$ cat config.mk
export PLATFORM = sky130hd
export DESIGN_NAME = hcr_top
export DESIGN_NICKNAME = d
export VERILOG_FILES = /design/src/hdl/hcr_pkg.sv /design/src/hdl/hcr_pin_ext.sv /design/src/hdl/hcr_slot_mon.sv /design/src/hdl/hcr_top.sv
export VERILOG_INCLUDE_DIRS = /design/src /design/src/hdl
export SDC_FILE = /design/constraint.sdc
export NUM_CORES = 1
export LEC_CHECK = 0
export ABC_CLOCK_PERIOD_IN_PS = 1500
export BUFFER_PORTS_ARGS = -buffer_cell sky130_fd_sc_hd__buf_2
export CORE_MARGIN = 4
export CORE_UTILIZATION = 52
export CTS_CLUSTER_SIZE = 12
export DETAILED_ROUTE_END_ITERATION = 10
export HOLD_SLACK_MARGIN = 0.02
export PLACE_DENSITY = 0.8
export SYNTH_ARGS = -nofsm -noshare
export SYNTH_HDL_FRONTEND = slang
export SYNTH_SLANG_ARGS = --single-unit
export TNS_END_PERCENT = 5
$ cat constraint.sdc
create_clock -name CLK -period 1.5 [get_ports CLK]
set_input_delay 0.15 -clock CLK [delete_from_list [all_inputs] [get_ports CLK]]
set_output_delay 0.15 -clock CLK [all_outputs]
set_load 0.03 [all_outputs]
$ cat src/hdl/hcr_regs.svh
`ifndef HCR_REGS_SVH
`define HCR_REGS_SVH

// ****************************************************************
// Register offsets
// ****************************************************************
`define HCR_OFS_SCRATCH      8'h00
`define HCR_OFS_UNLOCK       8'h01
`define HCR_OFS_PIN_EXT      8'h05
`define HCR_OFS_IRQ_MASK     8'h07
`define HCR_OFS_SELF_TEST    8'h0A
`define HCR_OFS_MON_CTRL     8'h2F

// ****************************************************************
// Reset values and key
// ****************************************************************
`define HCR_RST_SCRATCH      8'h00
`define HCR_RST_PIN_EXT      8'h0F
`define HCR_RST_IRQ_MASK     7'h7F
`define HCR_RST_READ         8'h00
`define HCR_UNLOCK_KEY       8'h95

// ****************************************************************
// Field positions and widths
// ****************************************************************
`define HCR_PIN_NUM          4
`define HCR_PIN_VAL_LSB      4
`define HCR_SRC_NUM          7
`define HCR_SRC_MON          0
`define HCR_FAIL_NUM         5
`define HCR_RUN_BIT          5
`define HCR_MON_SNAP_BIT     6
`define HCR_MON_REQ_BIT      5
`define HCR_MON_CH_MSB       4

`endif

$ cat src/hdl/hcr_pkg.sv
package hcr_pkg;

    // Host access as seen at the register port
    typedef struct packed {
        logic       wr;
        logic       rd;
        logic [7:0] addr;
        logic [7:0] data;
    } hcr_bus_t;

    // Slot monitor control fields
    typedef struct packed {
        logic       single;
        logic       request;
        logic [4:0] channel;
    } hcr_mon_ctl_t;

    // Slot monitor sequencing
    typedef enum logic [1:0] {
        MON_IDLE,
        MON_ARMED,
        MON_STREAM
    } hcr_mon_state_t;

endpackage : hcr_pkg

$ cat src/hdl/hcr_pin_ext.sv
`timescale 1ns/100ps
`include "hcr_regs.svh"

module hcr_pin_ext (
    // Clock and reset
    input  wire logic       clk,
    input  wire logic       rst_n,
    // Register access
    input  wire logic       wr_en,
    input  wire logic [7:0] wdata,
    output logic      [7:0] rdata,
    // Pins
    input  wire logic [3:0] pin_in,
    output logic      [3:0] pin_out,
    output logic      [3:0] pin_oe
);

    logic [7:0] reg_ff;
    logic [7:0] nxt_reg;
    logic [3:0] pin_ff;
    logic [3:0] oe_ff;
    logic [3:0] nxt_oe;

    // Next register value on host write
    always_comb begin
        nxt_reg = wr_en ? wdata : reg_ff;
        nxt_oe  = ~nxt_reg[`HCR_PIN_NUM-1:0];
    end

    // Register, pin sample and enable flops
    always_ff @(posedge clk or negedge rst_n) begin
        if (!rst_n) begin
            reg_ff <= `HCR_RST_PIN_EXT;
            pin_ff <= 4'h0;
            oe_ff  <= 4'h0;
        end else begin
            reg_ff <= nxt_reg;
            pin_ff <= pin_in;
            oe_ff  <= nxt_oe;
        end
    end

    // Per pin read value and drive
    genvar i;
    generate
        for (i = 0; i < `HCR_PIN_NUM; i = i + 1) begin : g_pin
            assign rdata[`HCR_PIN_VAL_LSB+i] = reg_ff[i] ? pin_ff[i] : reg_ff[`HCR_PIN_VAL_LSB+i];
            assign rdata[i]                  = reg_ff[i];
            assign pin_out[i]                = reg_ff[`HCR_PIN_VAL_LSB+i];
        end
    endgenerate

    assign pin_oe = oe_ff;

    // Enable follows direction bit
    pin_dir_a : assert property (@(posedge clk) disable iff (!rst_n)
        $past(wr_en) |-> pin_oe == ~$past(wdata[3:0]))
        else $error("pin enable does not follow direction");

endmodule : hcr_pin_ext

$ cat src/hdl/hcr_slot_mon.sv
`timescale 1ns/100ps
`include "hcr_regs.svh"

module hcr_slot_mon (
    // Clock and reset
    input  wire logic                 clk,
    input  wire logic                 rst_n,
    // Control write
    input  wire logic                 ctl_wr,
    input  hcr_pkg::hcr_mon_ctl_t     ctl,
    // Timeslot processing
    input  wire logic                 slot_strobe,
    input  wire logic [4:0]           slot_num,
    // Results
    output logic                      load,
    output logic                      poll_flag
);

    hcr_pkg::hcr_mon_state_t state_ff;
    hcr_pkg::hcr_mon_state_t nxt_state;
    logic [4:0]              chan_ff;
    logic [4:0]              nxt_chan;
    logic                    load_ff;
    logic                    nxt_load;
    logic                    poll_ff;
    logic                    nxt_poll;
    logic                    hit;

    // Sequencing of capture requests
    always_comb begin
        nxt_state = state_ff;
        nxt_chan  = chan_ff;
        nxt_poll  = poll_ff;
        hit       = slot_strobe && (slot_num == chan_ff);
        nxt_load  = hit && (state_ff != hcr_pkg::MON_IDLE);
        unique case (state_ff)
            hcr_pkg::MON_ARMED:  if (hit) nxt_state = hcr_pkg::MON_IDLE;
            hcr_pkg::MON_STREAM: ;
            hcr_pkg::MON_IDLE:   ;
        endcase
        if (ctl_wr) begin
            nxt_poll = 1'b0;
            nxt_chan = ctl.channel;
            if (ctl.request)
                nxt_state = ctl.single ? hcr_pkg::MON_ARMED : hcr_pkg::MON_STREAM;
            else if (state_ff == hcr_pkg::MON_STREAM)
                nxt_state = hcr_pkg::MON_IDLE;
        end
        if (nxt_load)
            nxt_poll = 1'b1;
    end

    // State flops
    always_ff @(posedge clk or negedge rst_n) begin
        if (!rst_n) begin
            state_ff <= hcr_pkg::MON_IDLE;
            chan_ff  <= 5'h00;
            load_ff  <= 1'b0;
            poll_ff  <= 1'b0;
        end else begin
            state_ff <= nxt_state;
            chan_ff  <= nxt_chan;
            load_ff  <= nxt_load;
            poll_ff  <= nxt_poll;
        end
    end

    assign load      = load_ff;
    assign poll_flag = poll_ff;

    // Single capture holds after one load
    single_hold_a : assert property (@(posedge clk) disable iff (!rst_n)
        (load && state_ff == hcr_pkg::MON_IDLE && !$past(ctl_wr)) ##1 !ctl_wr [*4] |-> !load)
        else $error("single capture loaded twice");

    // Load always raises the poll flag
    load_poll_a : assert property (@(posedge clk) disable iff (!rst_n)
        load |-> poll_flag)
        else $error("load without poll flag");

endmodule : hcr_slot_mon

$ cat src/hdl/hcr_top.sv
`timescale 1ns/100ps
`include "hcr_regs.svh"

// How it works
// - Eight-bit scratch register, reset zero, write-protected, reads back last unlocked write, no side effects.
// - Direction bit one makes a pin input, zero output; reset leaves inputs.
// - Input pins read sampled level; output pins drive the written value bit.
// - Host writes run bit one; hardware holds it, clears it at test end.
// - Five read-only failure flags: central unit and filter units 0 to 3.
// - Write-only registers accept writes and read back as zero.
// - Five-bit channel field chooses the monitored timeslot.
// - While requested, capture selected slot then set monitor-ready in request and status.
// - Writing request zero clears poll flag; continuous mode also stops updating.
// - Single mode captures once per request write, interrupts, poll clears on new request.
// - Continuous mode refreshes every slot occurrence, interrupts only once.
// - Writing the key unlocks writes to protected registers.
// - Any other value relocks; reset starts locked.
// - Masked source shows in status, not in request; reset masks all seven.
// - Mask changes leave the source alone; unmasking an active source interrupts anew.
// - One mask bit per source, one suppresses; seven sources in fixed order.
module hcr_top (
    // Clock and reset
    input  wire logic                          CLK,
    input  wire logic                          RST_N,
    // Host register port
    input  wire logic                          WR,
    input  wire logic                          RD,
    input  wire logic [7:0]                    ADDR,
    input  wire logic [7:0]                    DIN,
    output logic      [7:0]                    DOUT,
    // Extension pins
    input  wire logic [3:0]                    PIN_IN,
    output logic      [3:0]                    PIN_OUT,
    output logic      [3:0]                    PIN_OE,
    // Memory self-test engine
    output logic                               SELF_TEST_START,
    input  wire logic                          SELF_TEST_DONE,
    input  wire logic [4:0]                    SELF_TEST_FAIL,
    // Timeslot monitor
    input  wire logic                          SLOT_STROBE,
    input  wire logic [4:0]                    SLOT_NUM,
    output logic                               MON_LOAD,
    output logic      [4:0]                    MON_CHANNEL,
    // Interrupt sources, status and request
    input  wire logic [6:1]                    SRC_ACTIVE,
    input  wire logic [6:0]                    IRQ_ACK,
    output logic      [6:0]                    STATUS,
    output logic      [6:0]                    IRQ_REQ,
    // Protection state
    output logic                               UNLOCKED
);

    // ****************************************************************
    // Host access decode
    // ****************************************************************
    hcr_pkg::hcr_bus_t     bus;
    hcr_pkg::hcr_mon_ctl_t mon_ctl;
    logic                  unlock_ff;
    logic                  nxt_unlock;

    assign bus     = '{wr: WR, rd: RD, addr: ADDR, data: DIN};
    assign mon_ctl = '{single:  DIN[`HCR_MON_SNAP_BIT],
                       request: DIN[`HCR_MON_REQ_BIT],
                       channel: DIN[`HCR_MON_CH_MSB:0]};

    // Write strobe for one offset
    function automatic logic hit_wr(input hcr_pkg::hcr_bus_t b, input logic [7:0] ofs);
        hit_wr = b.wr && (b.addr == ofs);
    endfunction : hit_wr

    logic wr_scratch;
    logic wr_unlock;
    logic wr_pin;
    logic wr_mask;
    logic wr_test;
    logic wr_mon;

    // Decoded strobes; protected registers need the unlock
    always_comb begin
        wr_scratch = hit_wr(bus, `HCR_OFS_SCRATCH) && unlock_ff;
        wr_unlock  = hit_wr(bus, `HCR_OFS_UNLOCK);
        wr_pin     = hit_wr(bus, `HCR_OFS_PIN_EXT);
        wr_mask    = hit_wr(bus, `HCR_OFS_IRQ_MASK);
        wr_test    = hit_wr(bus, `HCR_OFS_SELF_TEST) && unlock_ff;
        wr_mon     = hit_wr(bus, `HCR_OFS_MON_CTRL);
    end

    // ****************************************************************
    // Write protection
    // ****************************************************************
    always_comb begin
        nxt_unlock = unlock_ff;
        if (wr_unlock)
            nxt_unlock = (bus.data == `HCR_UNLOCK_KEY);
    end

    // ****************************************************************
    // Scratch and self-test registers
    // ****************************************************************
    logic [7:0] scratch_ff;
    logic [7:0] nxt_scratch;
    logic       run_ff;
    logic       nxt_run;
    logic       start_ff;
    logic       nxt_start;
    logic [4:0] fail_ff;
    logic [4:0] nxt_fail;

    // Run bit set by host, cleared by the engine
    always_comb begin
        nxt_scratch = wr_scratch ? bus.data : scratch_ff;
        nxt_run     = run_ff;
        nxt_fail    = fail_ff;
        nxt_start   = 1'b0;
        if (run_ff && SELF_TEST_DONE) begin
            nxt_run  = 1'b0;
            nxt_fail = SELF_TEST_FAIL;
        end else if (!run_ff && wr_test && bus.data[`HCR_RUN_BIT]) begin
            nxt_run   = 1'b1;
            nxt_start = 1'b1;
        end
    end

    // ****************************************************************
    // Interrupt mask, status and request
    // ****************************************************************
    logic [6:0] mask_ff;
    logic [6:0] nxt_mask;
    logic [6:0] status_ff;
    logic [6:0] nxt_status;
    logic [6:0] live_ff;
    logic [6:0] nxt_live;
    logic [6:0] req_ff;
    logic [6:0] nxt_req;
    logic       mon_poll;
    logic       mon_load;

    // Request bit set on a rising unmasked source; set beats ack
    always_comb begin
        nxt_mask   = wr_mask ? bus.data[`HCR_SRC_NUM-1:0] : mask_ff;
        nxt_status = {SRC_ACTIVE, mon_poll};
        nxt_live   = status_ff & ~mask_ff;
        nxt_req    = ((nxt_live & ~live_ff) | (req_ff & ~IRQ_ACK)) & ~mask_ff;
    end

    // ****************************************************************
    // Read path; write-only offsets answer zero
    // ****************************************************************
    logic [7:0] dout_ff;
    logic [7:0] nxt_dout;
    logic [7:0] pin_rdata;

    always_comb begin
        nxt_dout = dout_ff;
        if (bus.rd) begin
            unique case (bus.addr)
                `HCR_OFS_SCRATCH:   nxt_dout = scratch_ff;
                `HCR_OFS_PIN_EXT:   nxt_dout = pin_rdata;
                `HCR_OFS_SELF_TEST: nxt_dout = {2'b00, run_ff, fail_ff};
                default:            nxt_dout = `HCR_RST_READ;
            endcase
        end
    end

    // ****************************************************************
    // State flops
    // ****************************************************************
    always_ff @(posedge CLK or negedge RST_N) begin
        if (!RST_N) begin
            unlock_ff  <= 1'b0;
            scratch_ff <= `HCR_RST_SCRATCH;
            run_ff     <= 1'b0;
            start_ff   <= 1'b0;
            fail_ff    <= 5'h00;
            mask_ff    <= `HCR_RST_IRQ_MASK;
            status_ff  <= 7'h00;
            live_ff    <= 7'h00;
            req_ff     <= 7'h00;
            dout_ff    <= `HCR_RST_READ;
        end else begin
            unlock_ff  <= nxt_unlock;
            scratch_ff <= nxt_scratch;
            run_ff     <= nxt_run;
            start_ff   <= nxt_start;
            fail_ff    <= nxt_fail;
            mask_ff    <= nxt_mask;
            status_ff  <= nxt_status;
            live_ff    <= nxt_live;
            req_ff     <= nxt_req;
            dout_ff    <= nxt_dout;
        end
    end

    // ****************************************************************
    // Sub-blocks
    // ****************************************************************
    hcr_pin_ext u_pin (
        .clk     (CLK),
        .rst_n   (RST_N),
        .wr_en   (wr_pin),
        .wdata   (bus.data),
        .rdata   (pin_rdata),
        .pin_in  (PIN_IN),
        .pin_out (PIN_OUT),
        .pin_oe  (PIN_OE)
    );

    logic [4:0] chan_ff;
    logic [4:0] nxt_chan;

    assign nxt_chan = wr_mon ? mon_ctl.channel : chan_ff;

    always_ff @(posedge CLK or negedge RST_N) begin
        if (!RST_N)
            chan_ff <= 5'h00;
        else
            chan_ff <= nxt_chan;
    end

    hcr_slot_mon u_mon (
        .clk         (CLK),
        .rst_n       (RST_N),
        .ctl_wr      (wr_mon),
        .ctl         (mon_ctl),
        .slot_strobe (SLOT_STROBE),
        .slot_num    (SLOT_NUM),
        .load        (mon_load),
        .poll_flag   (mon_poll)
    );

    // ****************************************************************
    // Outputs
    // ****************************************************************
    assign DOUT            = dout_ff;
    assign SELF_TEST_START = start_ff;
    assign MON_LOAD        = mon_load;
    assign MON_CHANNEL     = chan_ff;
    assign STATUS          = status_ff;
    assign IRQ_REQ         = req_ff;
    assign UNLOCKED        = unlock_ff;

    // ****************************************************************
    // Checks
    // ****************************************************************
    scratch_readback_a : assert property (@(posedge CLK) disable iff (!RST_N)
        (wr_scratch ##1 !WR ##1 (RD && ADDR == `HCR_OFS_SCRATCH && !WR)) |=> DOUT == $past(DIN, 3))
        else $error("scratch readback mismatch");

    locked_write_a : assert property (@(posedge CLK) disable iff (!RST_N)
        (WR && ADDR == `HCR_OFS_SCRATCH && !unlock_ff) |=> $stable(scratch_ff))
        else $error("locked scratch changed");

    key_unlock_a : assert property (@(posedge CLK) disable iff (!RST_N)
        (WR && ADDR == `HCR_OFS_UNLOCK) |=> UNLOCKED == ($past(DIN) == `HCR_UNLOCK_KEY))
        else $error("unlock state wrong after key write");

    run_hold_a : assert property (@(posedge CLK) disable iff (!RST_N)
        (run_ff && !SELF_TEST_DONE) |=> run_ff)
        else $error("run bit dropped without done");

    run_clear_a : assert property (@(posedge CLK) disable iff (!RST_N)
        (run_ff && SELF_TEST_DONE) |=> !run_ff && fail_ff == $past(SELF_TEST_FAIL))
        else $error("run bit not cleared at done");

    masked_req_a : assert property (@(posedge CLK) disable iff (!RST_N)
        (mask_ff != 7'h00) |=> (IRQ_REQ & $past(mask_ff)) == 7'h00)
        else $error("masked source entered request");

    unmask_irq_a : assert property (@(posedge CLK) disable iff (!RST_N)
        ($fell(mask_ff[0]) && status_ff[0] && !live_ff[0]) |=> IRQ_REQ[0])
        else $error("unmask of active source gave no request");

    wo_read_a : assert property (@(posedge CLK) disable iff (!RST_N)
        (RD && (ADDR == `HCR_OFS_IRQ_MASK || ADDR == `HCR_OFS_MON_CTRL)) |=> DOUT == `HCR_RST_READ)
        else $error("write-only register read back");

    mon_ready_a : assert property (@(posedge CLK) disable iff (!RST_N)
        mon_load |=> STATUS[`HCR_SRC_MON])
        else $error("monitor capture did not show in status");

endmodule : hcr_top

==> flow_summary_export.csv <==
group,metric,value,unit
outcome,status,"complete, no violations",
routing,vias_per_cell,5.23,
routing,drt-initial-drc-count,66,
timing,min_period,1500,ps
pwr,power,4370,uW
timing,finalMaxSlewViolations,0,
logic_synthesis,ys_types,37,
timing,maxSlewHeadroom,59.4,%
clocking,clk_latency,340,ps
cells_and_area,num-fill-cells,414,
cells_and_area,stdcell_count,436,
cells_and_area,final_area,4190,um^2
cells_and_area,syn_to_final_growth,32.7,%
die,die_h,85.9,um
pwr,powerDensity,1040,nW/um^2
worst_hold_path,hold_path.class,"in2reg",
worst_setup_path,rr_worst_depth,3,
routing,ant_nets,0,
timing,min_period_over_period,100,%
die,num_rows,28,
worst_setup_path,path_cells,"buf_2 -> or4_4 -> buf_6 -> nor4_4 -> buf_4 -> a21oi_1 -> a211oi_2",
cells_and_area,nNetsFinal,405,
global_routing,grt_pass1_wl,11600,um
routing,vias,2280,
global_routing,grt-ovfl-total,0,
timing,max_freq,667,MHz
cells_and_area,final-seq-area,1940,um^2
pwr,p_leak,0.00207,uW
die,initial_core_util,53.3,%
worst_setup_path,endpoint_kind,"register",
global_routing,antenna_found_initial,0,
worst_setup_path,cpPeakStageDelay,570,ps
worst_setup_path,critPathLaunchType,"input pin",
worst_setup_path,cp_max_fo,7,
timing,hold_violations,0,
die,io_pins,87,
place,postPlaceCellArea,3830,um^2
place,hpwlAfterDp,4820,um
place,io_buffers,86,
global_routing,grt_max_degree,78,
timing,rsz0062_at_grt,"yes",
place,dpl_worst_slack,-422,ps
clocking,path_clk_slew,70,ps
routing,post_drt_wl_per_cell,15.8,um
worst_setup_path,critPathRequiredTime,1750,ps
place,dp.cells,409,
die,fp.dieArea,7380,um^2
run,drv_cap,0,
logic_synthesis,synth_area_per_cell,13.8,um^2
routing,drt-total-wl,6870,um
timing,fin_ws,0.389,ps
timing,whs,38.8,ps
cells_and_area,drive_gt1_share,51.0,%
die,coreArea,5920,um^2
worst_setup_path,crit_type,"in2reg",
timing,fin_skew,9.52,ps
worst_setup_path,worstPathArrival,1750,ps
clocking,cts-root-buf,"clkbuf_8",
logic_synthesis,ys_seq_area_share,61.5,%
cells_and_area,diodes,0,
routing,first_pass_iters,4,
die,die_w,85.9,um
clocking,cts_buffer_depth,2,
worst_setup_path,crit_path_top_delay_cell,"or4_4",
timing,worstMarginPinSlew,608,ps
clocking,cts.htree.levels,3,
place,gp_congestion,0.774,
clocking,clkSinkCount,77,
timing,finalSetupViolCount,0,
logic_synthesis,synth_seq_cells,77,
clocking,cts_setup_buffers,0,
worst_hold_path,hold_depth,2,
clocking,cts_tree,"built",
global_routing,track_usage,20.4,%
logic_synthesis,synth_nets,278,
global_routing,grt_pass1_vias,2418,
pwr,ir_worst_vdd,769,uV
logic_synthesis,synth_warnings,0,
logic_synthesis,netlist_instances,229,
logic_synthesis,netlist_area,3160,um^2
cells_and_area,multiInputGateArea,1200,um^2
routing,drc,0,
clocking,cts_buffers,9,
cells in the final DEF, fill, tap and decap left out, types with 2 or more instances in the layout:
cell type and instances:
mux2i_1 5, clkbuf_1 3, nor4_4 2, inv_1 4, nand2_1 8, a211oi_1 3, nand4b_1 2, o2bb2ai_1 2
a221oi_1 2, dfstp_2 11, mux2_2 32, a22oi_1 6, dfrtp_1 66, nor2_1 11, clkbuf_8 12, buf_2 85
dlygate4sd3_1 11, a211oi_2 4, nand2b_1 15, nor3_2 3, nor2b_1 8, a21oi_1 13, xnor2_1 6, buf_4 21
mux2_4 6
synthesized netlist by cell type, drive strengths merged:
cell type / count / area, um^2
nand4b: 2 / 17.5
nand2: 9 / 36.3
or4: 2 / 15.0
xnor2: 6 / 52.6
a221oi: 2 / 17.5
and2: 1 / 6.26
nand2b: 15 / 93.8
nand4: 1 / 6.26
nor4: 3 / 48.8
and4: 1 / 8.76
o21ai: 1 / 5.00
mux2i: 5 / 50.1
or4bb: 1 / 11.3
a21o: 1 / 7.51
o41ai: 1 / 8.76
dfstp: 11 / 289
nand3: 1 / 10.0
inv: 4 / 15.0
nor2: 12 / 52.6
or2: 1 / 6.26
or3: 1 / 6.26
dfrtp: 66 / 1650
nor3: 4 / 30.0
o2bb2ai: 2 / 17.5
buf: 2 / 22.5
nor2b: 8 / 50.1
clkinv: 1 / 3.75
a21oi: 13 / 65.1
a22oi: 6 / 45.0
mux2: 38 / 450
clkbuf: 1 / 3.75
a211oi: 7 / 52.6
timing repair:
action / CTS / global route
hold endpoints to repair: 76 / 0
gates resized for setup: 2 / 6
endpoints found under the setup margin: 22 / 19
hold buffers: 11 / 0
where the power goes:
group	internal [uW]	switching (uW)	total, uW
Sequential	2180	54.0	2230
Combinational	224	315	539
Clock	909	686	1590
Total	3310	1050	4370
registers in the layout, summed over array words and instances (netlist names), 4 cells and up, named ones only:
name	flops
STATUS	7
fail_ff	5
u_pin.pin_oe	4
u_pin.pin_ff	4
live_ff	7
DOUT	8
u_pin.reg_ff	8
mask_ff	7
IRQ_REQ	7
scratch_ff	8
u_mon.chan_ff	5
stage by stage:
| stage | TNS (ps) | util, % |
|---|---|---|
| final | 0 | 70.8 |
| after global routing | -25.8 | 70.8 |
| after CTS | 0 | 70.3 |
| after detailed placement | -13320 | 64.8 |
| after global placement | -11430 | 64.8 |
| after floorplan | -4500 | - |
path summary, 6_finish.rpt:
check                                  startpoint              end  slack, ps
worst max-delay path                      ADDR[5]          DOUT[4]        0.4
worst min-delay path            SELF_TEST_FAIL[2]       fail_ff[2]         40
worst max register to register    u_pin.reg_ff[3]          DOUT[7]         90
worst min register to register    u_mon.poll_flag        STATUS[0]        380
max in group asynchronous                   RST_N  u_pin.reg_ff[3]        760
min in group asynchronous                   RST_N          DOUT[2]        360
layout make-up:
type | count | area share (%)
Clock inverter | 1 | 0.717
Sequential cell | 77 | 46.3
Multi-Input combinational cell | 144 | 28.8
Tap cell | 75 | 2.24
Clock buffer | 15 | 4.21
Timing Repair Buffer | 119 | 17.3
Inverter | 5 | 0.448
worst max-delay path: cells and delay by family:
family	cells	cell delay [ps]
compound gates	2	310
simple gates	2	810
buf+inv	3	460
cell families (layout without fill, tap and decap cells):
group | after synthesis | after routing | share of synthesized area [%]
buf+inv | 8 | 140 | 1.43
simple gates | 62 | 62 | 12.6
xor+xnor | 6 | 6 | 1.66
compound gates | 33 | 33 | 6.94
flops | 77 | 77 | 61.5
mux | 43 | 43 | 15.9
per-layer routing:
metal	wire length [um]	track usage, %	vias to the layer above
met5	0	0	-
met4	114	6.33	0
met3	450	6.72	12
met2	3520	33.0	71
met1	2790	26.1	1123
li1	-	-	1074
Note: power is estimated with default switching activity, not from simulation.
